[src/design/clock_gate_pkg.sv]
// Constants, types and register map of the bank-0 peripheral clock gating block
package clock_gate_pkg;

  // Register byte offsets
  localparam logic [11:0] RUN_GATE_OFFSET        = 12'h100;
  localparam logic [11:0] SLEEP_GATE_OFFSET      = 12'h110;
  localparam logic [11:0] DEEP_GATE_OFFSET       = 12'h120;
  localparam logic [11:0] CONFIG_OFFSET          = 12'h060;
  localparam logic [11:0] IRQ_STATUS_OFFSET      = 12'h050;
  localparam logic [11:0] IRQ_MASK_OFFSET        = 12'h054;

  // Field positions
  localparam int ADC_GATE_BIT      = 16;
  localparam int WDOG_GATE_BIT     = 3;
  localparam int SPEED_LSB         = 8;
  localparam int SPEED_MSB         = 9;
  localparam int AUTO_GATING_BIT   = 27;
  localparam int SLEEP_REQ_BIT     = 0;
  localparam int DEEP_REQ_BIT      = 1;
  localparam int FAULT_ADC_BIT     = 0;
  localparam int FAULT_WDOG_BIT    = 1;

  // Writable masks and reset values
  localparam logic [31:0] RUN_WRITE_MASK   = 32'h0001_0308;
  localparam logic [31:0] SLEEP_WRITE_MASK = 32'h0001_0308;
  localparam logic [31:0] DEEP_WRITE_MASK  = 32'h0001_0008;
  localparam logic [31:0] GATE_FIXED_ONES  = 32'h0000_0040;
  localparam logic [31:0] GATE_RESET       = 32'h0000_0040;
  localparam logic [31:0] CONFIG_MASK      = 32'h0800_0003;
  localparam logic [31:0] IRQ_MASK_BITS    = 32'h0000_0003;

  // Converter speed codes
  localparam logic [1:0] SPEED_125K = 2'h0;
  localparam logic [1:0] SPEED_250K = 2'h1;
  localparam logic [1:0] SPEED_MAX  = 2'h1;

  // Power mode of the processor
  typedef enum logic [1:0] {MODE_RUN, MODE_SLEEP, MODE_DEEP} power_mode_type;

  // Peripheral clock enables and sample speed
  typedef struct packed {
    logic       adc_clock_en;
    logic       watchdog_clock_en;
    logic [1:0] sample_speed;
  } gate_out_type;

  // Peripheral access probe from the system bus fabric
  typedef struct packed {
    logic adc_access;
    logic watchdog_access;
  } access_type;

endpackage

[src/design/clock_gate_bank0.sv]
// AHB-Lite slave holding the bank-0 run, sleep and deep-sleep clock gating registers
//
// The implementer's own choice: the AHB-Lite register port.
`timescale 1ns/1ps
module clock_gate_bank0
  import clock_gate_pkg::*;
(
  input  wire logic         i_clock,      // System clock, 250 MHz
  input  wire logic         i_srst,       // Synchronous reset, active high
  input  wire logic         i_hsel,       // Slave select
  input  wire logic [31:0]  i_haddr,      // Byte address
  input  wire logic [1:0]   i_htrans,     // Transfer type
  input  wire logic         i_hwrite,     // Write when high
  input  wire logic [2:0]   i_hsize,      // Transfer size
  input  wire logic [31:0]  i_hwdata,     // Write data
  input  wire logic         i_hready,     // Bus ready in
  input  wire access_type   i_access,     // Peripheral access attempts, one-cycle pulses
  output logic [31:0]       o_hrdata,     // Read data
  output logic              o_hreadyout,  // Slave ready
  output logic              o_hresp,      // Response, always OKAY
  output gate_out_type      o_gate,       // Effective clock enables and speed
  output access_type        o_bus_fault,  // Fault on ungated access, one-cycle pulses
  output logic              o_irq         // Level interrupt
);

  logic [31:0]    run_gate_reg;
  logic [31:0]    sleep_gate_reg;
  logic [31:0]    deep_gate_reg;
  logic [31:0]    config_reg;
  logic [31:0]    irq_status_reg;
  logic [31:0]    irq_mask_reg;
  logic           wr_pend_reg;
  logic [11:0]    wr_addr_reg;
  logic [31:0]    rdata_next;
  logic [31:0]    active_gate;
  logic [1:0]     speed_field;
  logic           take;
  logic [1:0]     fault_event;
  power_mode_type mode;
  logic           hit_run;
  logic           hit_sleep;
  logic           hit_deep;
  logic           hit_config;
  logic           hit_status;
  logic           hit_mask;
  logic [31:0]    run_gate_view;
  logic [31:0]    sleep_gate_view;
  logic [31:0]    deep_gate_view;
  logic [31:0]    config_view;
  logic [31:0]    irq_mask_view;
  logic [31:0]    irq_status_next;
  logic [31:0]    fault_word;
  logic           irq_pending;

  // Clamp a speed code to the highest permitted rate
  function automatic logic [1:0] clamp_speed(input logic [1:0] code);
    clamp_speed = (code > SPEED_MAX) ? SPEED_MAX : code;
  endfunction

  // Write strobe of one register: a write data phase whose address matches
  function automatic logic write_hit(input logic pend, input logic [11:0] addr, input logic [11:0] offset);
    write_hit = pend && (addr == offset);
  endfunction

  // Gating register after a write: writable gates from the data, fixed ones forced
  function automatic logic [31:0] gate_merge(input logic [31:0] data, input logic [31:0] mask);
    gate_merge = (data & mask) | GATE_FIXED_ONES;
  endfunction

  // Plain register after a write: only the implemented bits are kept
  function automatic logic [31:0] field_merge(input logic [31:0] data, input logic [31:0] mask);
    field_merge = data & mask;
  endfunction

  // Address phase accepted
  assign take = i_hsel && i_hready && i_htrans[1];

  // Write strobes, one per register, high in the data phase of a write that hits it
  assign hit_run    = write_hit(wr_pend_reg, wr_addr_reg, RUN_GATE_OFFSET);
  assign hit_sleep  = write_hit(wr_pend_reg, wr_addr_reg, SLEEP_GATE_OFFSET);
  assign hit_deep   = write_hit(wr_pend_reg, wr_addr_reg, DEEP_GATE_OFFSET);
  assign hit_config = write_hit(wr_pend_reg, wr_addr_reg, CONFIG_OFFSET);
  assign hit_status = write_hit(wr_pend_reg, wr_addr_reg, IRQ_STATUS_OFFSET);
  assign hit_mask   = write_hit(wr_pend_reg, wr_addr_reg, IRQ_MASK_OFFSET);

  // Write data phase flag: registers update when the data are on the bus
  always_ff @(posedge i_clock)
  begin
    if (i_srst)
      wr_pend_reg <= 1'b0;
    else
      wr_pend_reg <= take && i_hwrite;
  end

  // Address of the transfer whose data phase follows
  always_ff @(posedge i_clock)
  begin
    if (i_srst)
      wr_addr_reg <= '0;
    else if (take)
      wr_addr_reg <= i_haddr[11:0];
  end

  // Run gating register, writable gates and speed field
  always_ff @(posedge i_clock)
  begin
    if (i_srst)
      run_gate_reg <= GATE_RESET;
    else if (hit_run)
      run_gate_reg <= gate_merge(i_hwdata, RUN_WRITE_MASK);
  end

  // Sleep gating register, bits 7, 5:4, 2:0 stay zero
  always_ff @(posedge i_clock)
  begin
    if (i_srst)
      sleep_gate_reg <= GATE_RESET;
    else if (hit_sleep)
      sleep_gate_reg <= gate_merge(i_hwdata, SLEEP_WRITE_MASK);
  end

  // Deep-sleep gating register, only converter and watchdog gates writable
  always_ff @(posedge i_clock)
  begin
    if (i_srst)
      deep_gate_reg <= GATE_RESET;
    else if (hit_deep)
      deep_gate_reg <= gate_merge(i_hwdata, DEEP_WRITE_MASK);
  end

  // Clock configuration: auto gating select and power mode requests
  always_ff @(posedge i_clock)
  begin
    if (i_srst)
      config_reg <= 32'h0000_0000;
    else if (hit_config)
      config_reg <= field_merge(i_hwdata, CONFIG_MASK);
  end

  // Interrupt mask
  always_ff @(posedge i_clock)
  begin
    if (i_srst)
      irq_mask_reg <= 32'h0000_0000;
    else if (hit_mask)
      irq_mask_reg <= field_merge(i_hwdata, IRQ_MASK_BITS);
  end

  // Current power mode from software request bits
  always_comb
  begin
    if (config_reg[DEEP_REQ_BIT])
      mode = MODE_DEEP;
    else if (config_reg[SLEEP_REQ_BIT])
      mode = MODE_SLEEP;
    else
      mode = MODE_RUN;
  end

  // Select the governing register for the mode
  always_comb
  begin
    case (mode)
      MODE_SLEEP:
        active_gate = config_reg[AUTO_GATING_BIT] ? sleep_gate_reg : run_gate_reg;
      MODE_DEEP:
        active_gate = config_reg[AUTO_GATING_BIT] ? deep_gate_reg : run_gate_reg;
      default:
        active_gate = run_gate_reg;
    endcase
  end

  // Speed field: deep-sleep register carries none, so it keeps the run field
  always_comb
  begin
    if (mode == MODE_SLEEP && config_reg[AUTO_GATING_BIT])
      speed_field = sleep_gate_reg[SPEED_MSB:SPEED_LSB];
    else
      speed_field = run_gate_reg[SPEED_MSB:SPEED_LSB];
  end

  // Registered clock enables and clamped speed
  always_ff @(posedge i_clock)
  begin
    if (i_srst)
      o_gate <= '0;
    else
    begin
      o_gate.adc_clock_en      <= active_gate[ADC_GATE_BIT];
      o_gate.watchdog_clock_en <= active_gate[WDOG_GATE_BIT];
      o_gate.sample_speed      <= clamp_speed(speed_field);
    end
  end

  // Fault on access to an unclocked unit
  assign fault_event[FAULT_ADC_BIT]  = i_access.adc_access && !o_gate.adc_clock_en;
  assign fault_event[FAULT_WDOG_BIT] = i_access.watchdog_access && !o_gate.watchdog_clock_en;

  always_ff @(posedge i_clock)
  begin
    if (i_srst)
      o_bus_fault <= '0;
    else
    begin
      o_bus_fault.adc_access      <= fault_event[FAULT_ADC_BIT];
      o_bus_fault.watchdog_access <= fault_event[FAULT_WDOG_BIT];
    end
  end

  // Fault events widened to the status word
  assign fault_word = 32'(fault_event);

  // Next status: ones written clear, new events set, an event wins over its clear
  always_comb
  begin
    irq_status_next = irq_status_reg | fault_word;
    if (hit_status)
      irq_status_next = (irq_status_reg & ~i_hwdata) | fault_word;
    irq_status_next = irq_status_next & IRQ_MASK_BITS;
  end

  // Sticky fault status
  always_ff @(posedge i_clock)
  begin
    if (i_srst)
      irq_status_reg <= '0;
    else
      irq_status_reg <= irq_status_next;
  end

  // Any unmasked status bit pending
  assign irq_pending = |(irq_status_reg & irq_mask_reg);

  // Interrupt level, one cycle behind the status
  always_ff @(posedge i_clock)
  begin
    if (i_srst)
      o_irq <= 1'b0;
    else
      o_irq <= irq_pending;
  end

  // Values as they stand once a pending write lands, so a read right behind a write sees it
  assign run_gate_view   = hit_run    ? gate_merge(i_hwdata, RUN_WRITE_MASK)   : run_gate_reg;
  assign sleep_gate_view = hit_sleep  ? gate_merge(i_hwdata, SLEEP_WRITE_MASK) : sleep_gate_reg;
  assign deep_gate_view  = hit_deep   ? gate_merge(i_hwdata, DEEP_WRITE_MASK)  : deep_gate_reg;
  assign config_view     = hit_config ? field_merge(i_hwdata, CONFIG_MASK)     : config_reg;
  assign irq_mask_view   = hit_mask   ? field_merge(i_hwdata, IRQ_MASK_BITS)   : irq_mask_reg;

  // Read mux, unmapped addresses read zero
  always_comb
  begin
    case (i_haddr[11:0])
      RUN_GATE_OFFSET:   rdata_next = run_gate_view;
      SLEEP_GATE_OFFSET: rdata_next = sleep_gate_view;
      DEEP_GATE_OFFSET:  rdata_next = deep_gate_view;
      CONFIG_OFFSET:     rdata_next = config_view;
      IRQ_STATUS_OFFSET: rdata_next = irq_status_next;
      IRQ_MASK_OFFSET:   rdata_next = irq_mask_view;
      default:           rdata_next = 32'h0000_0000;
    endcase
  end

  // Read data registered for the data phase
  always_ff @(posedge i_clock)
  begin
    if (i_srst)
      o_hrdata <= 32'h0000_0000;
    else if (take && !i_hwrite)
      o_hrdata <= rdata_next;
  end

  // Zero wait states, OKAY always
  assign o_hreadyout = 1'b1;
  assign o_hresp     = 1'b0;

  // Elaboration checks: the field layout must suit the logic above
  if (SPEED_MSB != SPEED_LSB + 1)
  begin : g_speed_width
    $error("speed field must be two bits");
  end
  if (FAULT_ADC_BIT >= $bits(fault_event) || FAULT_WDOG_BIT >= $bits(fault_event) ||
      FAULT_ADC_BIT == FAULT_WDOG_BIT)
  begin : g_fault_bits
    $error("fault bits must fill the low end of the status word");
  end
  if ((GATE_FIXED_ONES & (RUN_WRITE_MASK | SLEEP_WRITE_MASK | DEEP_WRITE_MASK)) != '0)
  begin : g_fixed_ones
    $error("fixed one bits must not be writable");
  end
  if (!RUN_WRITE_MASK[ADC_GATE_BIT] || !RUN_WRITE_MASK[WDOG_GATE_BIT] ||
      !SLEEP_WRITE_MASK[ADC_GATE_BIT] || !SLEEP_WRITE_MASK[WDOG_GATE_BIT] ||
      !DEEP_WRITE_MASK[ADC_GATE_BIT] || !DEEP_WRITE_MASK[WDOG_GATE_BIT])
  begin : g_gate_bits
    $error("every gate bit must be writable");
  end
  if (!CONFIG_MASK[AUTO_GATING_BIT] || !CONFIG_MASK[SLEEP_REQ_BIT] || !CONFIG_MASK[DEEP_REQ_BIT])
  begin : g_config_bits
    $error("configuration control bits must be writable");
  end
  if (!IRQ_MASK_BITS[FAULT_ADC_BIT] || !IRQ_MASK_BITS[FAULT_WDOG_BIT])
  begin : g_status_bits
    $error("every fault needs a status bit");
  end
  if (SPEED_MAX != SPEED_250K)
  begin : g_speed_max
    $error("fastest permitted speed code must be the 250k code");
  end

endmodule

[config.mk]
export PLATFORM = sky130hd
export DESIGN_NAME = clock_gate_bank0
export DESIGN_NICKNAME = d
export VERILOG_FILES = /design/src/design/clock_gate_pkg.sv /design/src/design/clock_gate_bank0.sv
export SDC_FILE = /design/constraint.sdc
export NUM_CORES = 1
export LEC_CHECK = 0
export ABC_CLOCK_PERIOD_IN_PS = 2200
export BUFFER_PORTS_ARGS = -buffer_cell sky130_fd_sc_hd__buf_2
export CAP_MARGIN = 20
export CORE_ASPECT_RATIO = 1.1
export CORE_MARGIN = 3
export CORE_UTILIZATION = 50
export DETAILED_ROUTE_END_ITERATION = 8
export PLACE_DENSITY_LB_ADDON = 0.1
export SYNTH_ARGS = -nofsm -noshare
export SYNTH_HDL_FRONTEND = slang
export SYNTH_SLANG_ARGS = --single-unit
[constraint.sdc]
create_clock -name i_clock -period 2.2 [get_ports i_clock]
set_clock_uncertainty 0.05 [all_clocks]
set_input_delay 0.22 -clock i_clock [delete_from_list [all_inputs] [get_ports i_clock]]
set_output_delay 0.22 -clock i_clock [all_outputs]
set_load 0.02 [all_outputs]
---- After elaboration in Yosys (flattened, before gate mapping) ----
Cells that the tools add are included.
word-level totals
  bits in registers ....................... 214
  output and inout bits ................... 41
  word-level logic and storage cells ...... 68
operators by class
  order comparisons ....................... 1
  equal/unequal tests ..................... 14
  muxes and demuxes ....................... 14
  bitwise logic cells ..................... 5
  reduce and logical (&&, ||, !) cells .... 18
operator list
  cell                 number
  $pmux 32 s6          1
  $mux 32              5
  $eq 12x7->1 const B  6
  $eq 12x9->1 const B  6
  $mux 17              2
  $pmux 17 s2          1
  $and 2x32->32        1
  $reduce_or 32->1     1
  $logic_and 1x1->1    13
  $mux 2               3
  $or 2x2->2           2
  $logic_not 1->1      3
  $and 2x2->2          1
  $eq 2x1->1 const B   1
  $eq 2x2->1 const B   1
  $gt 2x1->1 const B   1
  $mux 1               2
  $not 2->2            1
  $reduce_or 2->1      1

---- Depth between registers and ports, before layout ----
Gate-level depths: netlist (run 1).
  depth in word-level cells ............... 7
  gate-level depth with buffers ........... 8
  gate-level depth less buffers ........... 6

---- Worst setup path before layout (run 1) ----
Ideal clock, no wire load.
  kind .................................... register to register
  start ................................... register, netlist name wr_addr_reg[0]
  end ..................................... register o_hrdata[21]
  setup time .............................. 117 ps
  arrival time ............................ 2139 ps
  data required time ...................... 2033 ps
  slack ................................... -106 ps
  cell stages (with the launch flop) ...... 9
  buffers on the path ..................... 2
  period minus slack after synthesis ...... 2306 ps
  path through ............................ dfxtp_1 -> or4_1 -> buf_2 -> nor3_1 -> a21oi_2 -> clkbuf_1 -> a222oi_1 -> nand2_1 -> a22o_1
RTL lines
  what                  line                     RTL
  end signal, assigned  clock_gate_bank0.sv:270  o_hrdata <= rdata_next;
  end, declared         clock_gate_bank0.sv:18   output logic [31:0] o_hrdata,

---- Final worst setup path (run 1) ----
  start ................................... register wr_addr_reg[0]
  end ..................................... register o_hrdata[16]
on the way
  cells in the longest elaborated chain, start to end .. 4
  elaborated cells on any way between the ends .. 16
  those cells by class .................... eq/ne (5); mux (6); reduce/logical (5)
ends and longest elaborated chain
  what                                        line                     RTL
  start, declared                             clock_gate_bank0.sv:33   logic [11:0] wr_addr_reg;
  start signal, assigned                      clock_gate_bank0.sv:101  wr_addr_reg <= i_haddr[11:0];
  $eq 12x7->1 or $eq 12x9->1 (tied branches)  -
  $logic_and 1x1->1                           -
  $mux 32, on equally long branches           -
  $pmux 32 s6 *                               clock_gate_bank0.sv:253  case (i_haddr[11:0])
Mark *: on every way between the ends. The rest lies on a longest branch, timed or not.
A chain may end at the register's enable or synchronous reset.

==> impl_metrics.json, run 1 <==
{
  "nets": 938,
  "setup_viol": 92,
  "routed_wl_um": 20210,
  "powerDensity_nw_per_um2": 772.8,
  "crit_end": "o_hrdata[16]",
  "hpwl_um": 11870,
  "rsz0062_at_grt": "yes",
  "cts_sinks": 214,
  "die_x_um": 122.7,
  "r2r_cells": 7,
  "crit_path_start": "wr_addr_reg[0]",
  "setup.worst_path.end_class": "flip-flop",
  "port_buffers": 65,
  "grt_overflow_total": 0,
  "status": "finished with violations",
  "dr.first_iter.drc_count": 465,
  "syn_inst": 719,
  "fp-row-count": 46,
  "required_ns": 2.53,
  "synth-edff-count": 0,
  "yosysUniqueCellTypes": 56,
  "ant_nets": 0,
  "fin_crit_sh_pct": 110.4,
  "hold_violations": 0,
  "yosysWarnings": 0,
  "max_freq_mhz": 411.8,
  "clk_pin_slew_worst_paths_ns": 0.06,
  "slew_violations": 0,
  "clk_path_buf_depth": 3,
  "vias_per_cell": 5.526,
  "reg2reg_slack_ns": -0.23,
  "hold_class": "in -> reg",
  "vias": 5907,
  "first_pass_iters": 6,
  "htreeDepth": 1,
  "ys_ff_latch": 214,
  "grt_max_degree": 31,
  "crit_arrival_ns": 2.76,
  "die_h_um": 134.3,
  "min_path_cells": 3,
  "worstPathMaxFanout": 6,
  "final_layout_size_suffix_gt1_share_pct": 32.38,
  "antenna_found_initial": 0,
  "synth_top_area_share_pct": 57.23,
  "startpoint_type": "flip-flop",
  "globalplace.congestion": 0.8506,
  "grt_use_total_pct": 23.42,
  "violations": "negative setup slack",
  "cts-buffers-inserted": 22,
  "synth_most_common_cell": "dfxtp_1",
  "yosysTopAreaCell": "dfxtp_1",
  "rr_endpoint": "o_hrdata[16]",
  "cts_root_buf": "clkbuf_16",
  "cap_violations": 0,
  "synth_seq_area_share_pct": 57.23,
  "setup_tns_ns": -8.911,
  "r2r_start": "wr_addr_reg[0]",
  "synth_ff_type": "dfxtp_1",
  "synthArstFlopShare_pct": 0,
  "area_delta_synth_final_pct": 33.85,
  "p_leak_uw": 0.004136,
  "fin_ws_ns": -0.2284,
  "route.detailed.drc": 0,
  "slew_headroom_pct": 60.09,
  "worstMarginPinSlew_ns": 0.5987,
  "start_util_pct": 51.41,
  "grt_pass1_vias": 5977,
  "insertion_delay_ns": 0.50,
  "netlist_area_um2": 7486,
  "dieArea_um2": 16480,
  "yosys-top-cells-area": "dfxtp_1, and2_1, a222oi_1, a22o_1, nand2_1",
  "synth_commonest_cells": "dfxtp_1, and2_1, nand2_1",
  "syn_area_per_cell_um2": 10.41,
  "finalNonFillerCells": 1069,
  "grt_pass1_wl_um": 30900,
  "diodes": 0,
  "nFillCells": 1078,
  "ios": 117,
  "crit_type": "reg -> reg",
  "core-area_um2": 14560,
  "wire_per_inst_um": 18.90,
  "place_inst": 994,
  "ir_drop_mv": 0.6820,
  "period_minus_slack_ns": 2.428,
  "cts_tree": "done"
}
## worst max-delay path: stages, from the launching register on
cell and delay [ns]:
dfxtp_2 0.32, or4_4 0.60, nor3b_4 0.33, buf_6 0.18, and2_4 0.21, mux2i_4 0.28
o2111ai_2 0.14, a22o_1 0.20
## cell families (layout without fill, tap and decap cells)
logic type             Yosys count  after routing  share of synthesized area [%]
AOI/OAI and AO/OA              132            132                          14.12
buffers and inverters           46            203                          2.824
DFF                            214            214                          57.23
muxes                           13             13                          1.772
other                            2              3                         0.1003
and+or+nand+nor                312            312                          23.95
## worst min-delay path by stage
stage                              to               from
floorplan                 wr_pend_reg           i_hwrite
finish                 o_bus_fault[1]        i_access[1]
CTS                    o_bus_fault[1]        i_access[1]
detailed placement    run_gate_reg[6]    run_gate_reg[6]
global route           o_bus_fault[0]        i_access[0]
global placement    sleep_gate_reg[6]  sleep_gate_reg[6]
## area by class of cell
class	count	area, um2	area share, %
clock inverters	5	28.78	0.2872
flip-flops and latches	214	4289	42.81
well taps	192	240.2	2.398
repair buffers	157	1386	13.84
inverters	7	26.28	0.2622
clock buffers	34	656.9	6.556
multi-input cells	460	3392	33.85
## where the power goes
part	leakage, uW	total [uW]	internal, uW	switching [uW]
combinational	0.00207	323	138	185
sequential	0.00173	3900	3890	7.21
clock	0.000340	3520	2050	1470
## repair_timing
| item | CTS | global route |
|---|---|---|
| cloned | 4 | 4 |
| hold endpoints to repair | 21 | 0 |
| pin swaps | 52 | 63 |
| hold buffers | 20 | 0 |
| buffers inserted | 6 | 6 |
| setup endpoints to repair | 145 | 115 |
| gates resized for setup | 40 | 89 |
## per-layer routing
metal	GRT usage, %	share of wire (%)
met1	30.67	44
met2	40.75	49
met3	2.868	4.5
met4	6.223	1.8
met5	0	0
## metrics by stage
| stage | hold WS, ns | power (uW) | utilization [%] | setup WS (ns) | cell area, um2 |
|---|---|---|---|---|---|
| after floorplan | 0.2822 | 4092 | - | -0.04132 | 7515 |
| after global placement | 0.3791 | 4220 | 58.09 | -0.2886 | 8459 |
| after detailed placement | 0.3746 | 4224 | 58.09 | -0.2550 | 8459 |
| after CTS | 0.06664 | 7767 | 65.99 | -0.2388 | 9609 |
| after global routing | 0.09396 | 7973 | 68.81 | -0.3074 | 10020 |
| final | 0.06904 | 7743 | 68.81 | -0.2284 | 10020 |
## cells in the final DEF (no fill, tap or decap), types with 5 or more instances in the layout
| cell | synthesis | routed |
|---|---|---|
| a222oi_1 | 26 | 26 |
| dlygate4sd3_1 | 0 | 20 |
| clkbuf_1 | 26 | 7 |
| buf_6 | 3 | 12 |
| buf_2 | 7 | 65 |
| mux2i_1 | 11 | 6 |
| nor2_1 | 37 | 30 |
| nand3_1 | 6 | 6 |
| nor2b_1 | 11 | 10 |
| a22oi_2 | 0 | 13 |
| inv_1 | 7 | 7 |
| buf_4 | 2 | 41 |
| nand4_1 | 7 | 7 |
| nor3b_1 | 6 | 6 |
| nor2_4 | 0 | 5 |
| and2_4 | 0 | 55 |
| dfxtp_1 | 214 | 210 |
| and2_1 | 144 | 89 |
| a22o_1 | 28 | 28 |
| nand2_1 | 59 | 59 |
| a22oi_1 | 26 | 13 |
| buf_12 | 0 | 12 |
| clkbuf_16 | 0 | 29 |
| a21oi_1 | 19 | 17 |
Power figures use the tool's default switching activity.
==> run 2, diff against run 1 <==
- SETUP_SLACK_MARGIN: default -> 0.5
==> impl_metrics.json, run 2 (same netlist as run 1, synthesis figures left out) <==
{
  "status": "finished with violations",
  "violations": "negative setup slack",
  "core-area_um2": 14560,
  "switching_share_pct": 20.69,
  "place_ws_ns": -0.3083,
  "power.switching_uw": 1741,
  "ios": 117,
  "nets": 977,
  "routed_wl_um": 23370,
  "dieArea_um2": 16480,
  "crit_arrival_ns": 2.75,
  "slew_violations": 0,
  "worstPathMaxFanout": 12,
  "dr.first_iter.drc_count": 460,
  "p_leak_uw": 0.004513,
  "clk_pin_slew_worst_paths_ns": 0.06,
  "grt_pass1_wl_um": 35430,
  "fin_crit_sh_pct": 109.7,
  "cap_violations": 0,
  "slew_headroom_pct": 58.28,
  "worst_path_largest_cell_delay_ns": 0.57,
  "route.detailed.drc": 0,
  "ir_drop_mv": 0.6453,
  "cts_sinks": 214,
  "cts-buffers-inserted": 22,
  "max_freq_mhz": 414.2,
  "fin_ws_ns": -0.2142,
  "powerDensity_nw_per_um2": 779.2,
  "hold_class": "in -> reg",
  "layout_commonest_cell": "dfxtp_1",
  "ant_nets": 0,
  "cp_slowest_cell": "or4bb_4",
  "grt_overflow_total": 0,
  "cts_tree": "done",
  "period_minus_slack_ns": 2.414,
  "insertion_delay_ns": 0.49,
  "startpoint_type": "flip-flop",
  "die_h_um": 134.3,
  "start_util_pct": 51.41,
  "first_pass_iters": 5,
  "combPwrFrac_pct": 4.7,
  "finalPower_uw": 8416,
  "grt_use_total_pct": 27.60,
  "worstMarginPinSlew_ns": 0.6258,
  "hpwl_um": 13280,
  "p_int_uw": 6675,
  "globalplace.congestion": 0.8720,
  "port_buffers": 65,
  "cts_root_buf": "clkbuf_16",
  "htreeDepth": 1,
  "seq_power_share_pct": 46.3,
  "crit_buf_inv": 2,
  "clk_path_buf_depth": 3,
  "antenna_found_initial": 0,
  "vias": 6350,
  "diodes": 0,
  "finalNonFillerCells": 1109,
  "clkPwrFrac_pct": 49.0,
  "grt_max_degree": 26,
  "rsz0062_at_grt": "yes",
  "cp_cell_sequence": "or4bb_4 > nor4_4 > buf_6 > nor2_4 > buf_12 > a222oi_1 > nand2_1 > a22o_1",
  "area_delta_synth_final_pct": 44.28,
  "final_cell_mix": "dfxtp_1, and2_4, buf_2, nand2_1, buf_6",
  "grt_pass1_vias": 6503,
  "vias_per_cell": 5.726,
  "required_ns": 2.53,
  "final_layout_size_suffix_gt1_share_pct": 41.77,
  "crit_type": "reg -> reg",
  "wire_per_inst_um": 21.08,
  "setup.worst_path.end_class": "flip-flop",
  "place_inst": 1004,
  "fp-row-count": 46,
  "hold_violations": 0,
  "worst_path_dominant_cell_family": "simple AND/OR/NAND/NOR gates",
  "setup_viol": 157,
  "die_x_um": 122.7
}
## run 2: worst paths after layout
path	from	to	slack, ns	cells past startpoint
max reg2reg	wr_addr_reg[6]	o_hrdata[21]	-0.21	8
min	i_hwdata[8]	run_gate_reg[8]	0.03	3
min reg2reg	deep_gate_reg[6]	deep_gate_reg[6]	0.41	1
max	wr_addr_reg[6]	o_hrdata[21]	-0.21	8
## run 2: area by class of cell
| cell class | instances | area (um2) |
|---|---|---|
| Sequential cell | 214 | 4290 |
| Fill cell | 959 | 3761 |
| Multi-Input combinational cell | 463 | 3643 |
| Timing Repair Buffer | 193 | 1778 |
| Clock buffer | 28 | 634.4 |
| Tap cell | 192 | 240.2 |
| Clock inverter | 12 | 187.7 |
| Inverter | 7 | 26.28 |
## run 2: what timing repair did
action / in CTS / in global routing
setup buffers: 24 / 9
gates resized for setup: 163 / 80
gates cloned: 13 / 3
setup endpoints to repair: 194 / 194
hold buffers: 16 / 0
hold endpoints to repair: 16 / 0
pin swaps: 117 / 70
## run 2: metal layers
| layer | share of wire (%) | vias up | wire, um | global-route usage (%) |
|---|---|---|---|---|
| li1 | - | 2922 | - | - |
| met1 | 41 | 3112 | 9494 | 35.09 |
| met2 | 49 | 236 | 11460 | 45.49 |
| met3 | 6.0 | 80 | 1391 | 4.808 |
| met4 | 4.4 | 0 | 1030 | 12.88 |
| met5 | 0 | - | 0 | 0 |
## run 2: power by group through the flow
stage / clock network, uW / registers (uW) / logic [uW]
final: 4130 / 3900 / 394
after global routing: 4320 / 3900 / 412
after CTS: 4170 / 3890 / 375
after detailed placement: 0 / 3980 / 248
after global placement: 0 / 3980 / 245
after floorplan: 0 / 3980 / 112
## run 2: worst register-to-register path, delay by kind of cell, from the launching register on
kind            cells  cell delay [ns]
compound gates      2             0.49
buf+inv             2             0.34
simple gates        4             1.11
flops               1             0.32
## run 2: per-stage QoR
stage,hold slack [ns],utilization [%],setup TNS (ns),area [um2]
after detailed placement,0.3754,58.46,-15.84,8512
after CTS,0.008890,71.62,-11.08,10430
after global placement,0.3717,58.46,-15.27,8512
after floorplan,0.2822,-,-0.8495,7547
after global routing,0.02202,74.17,-21.43,10800
final,0.02606,74.17,-13.18,10800
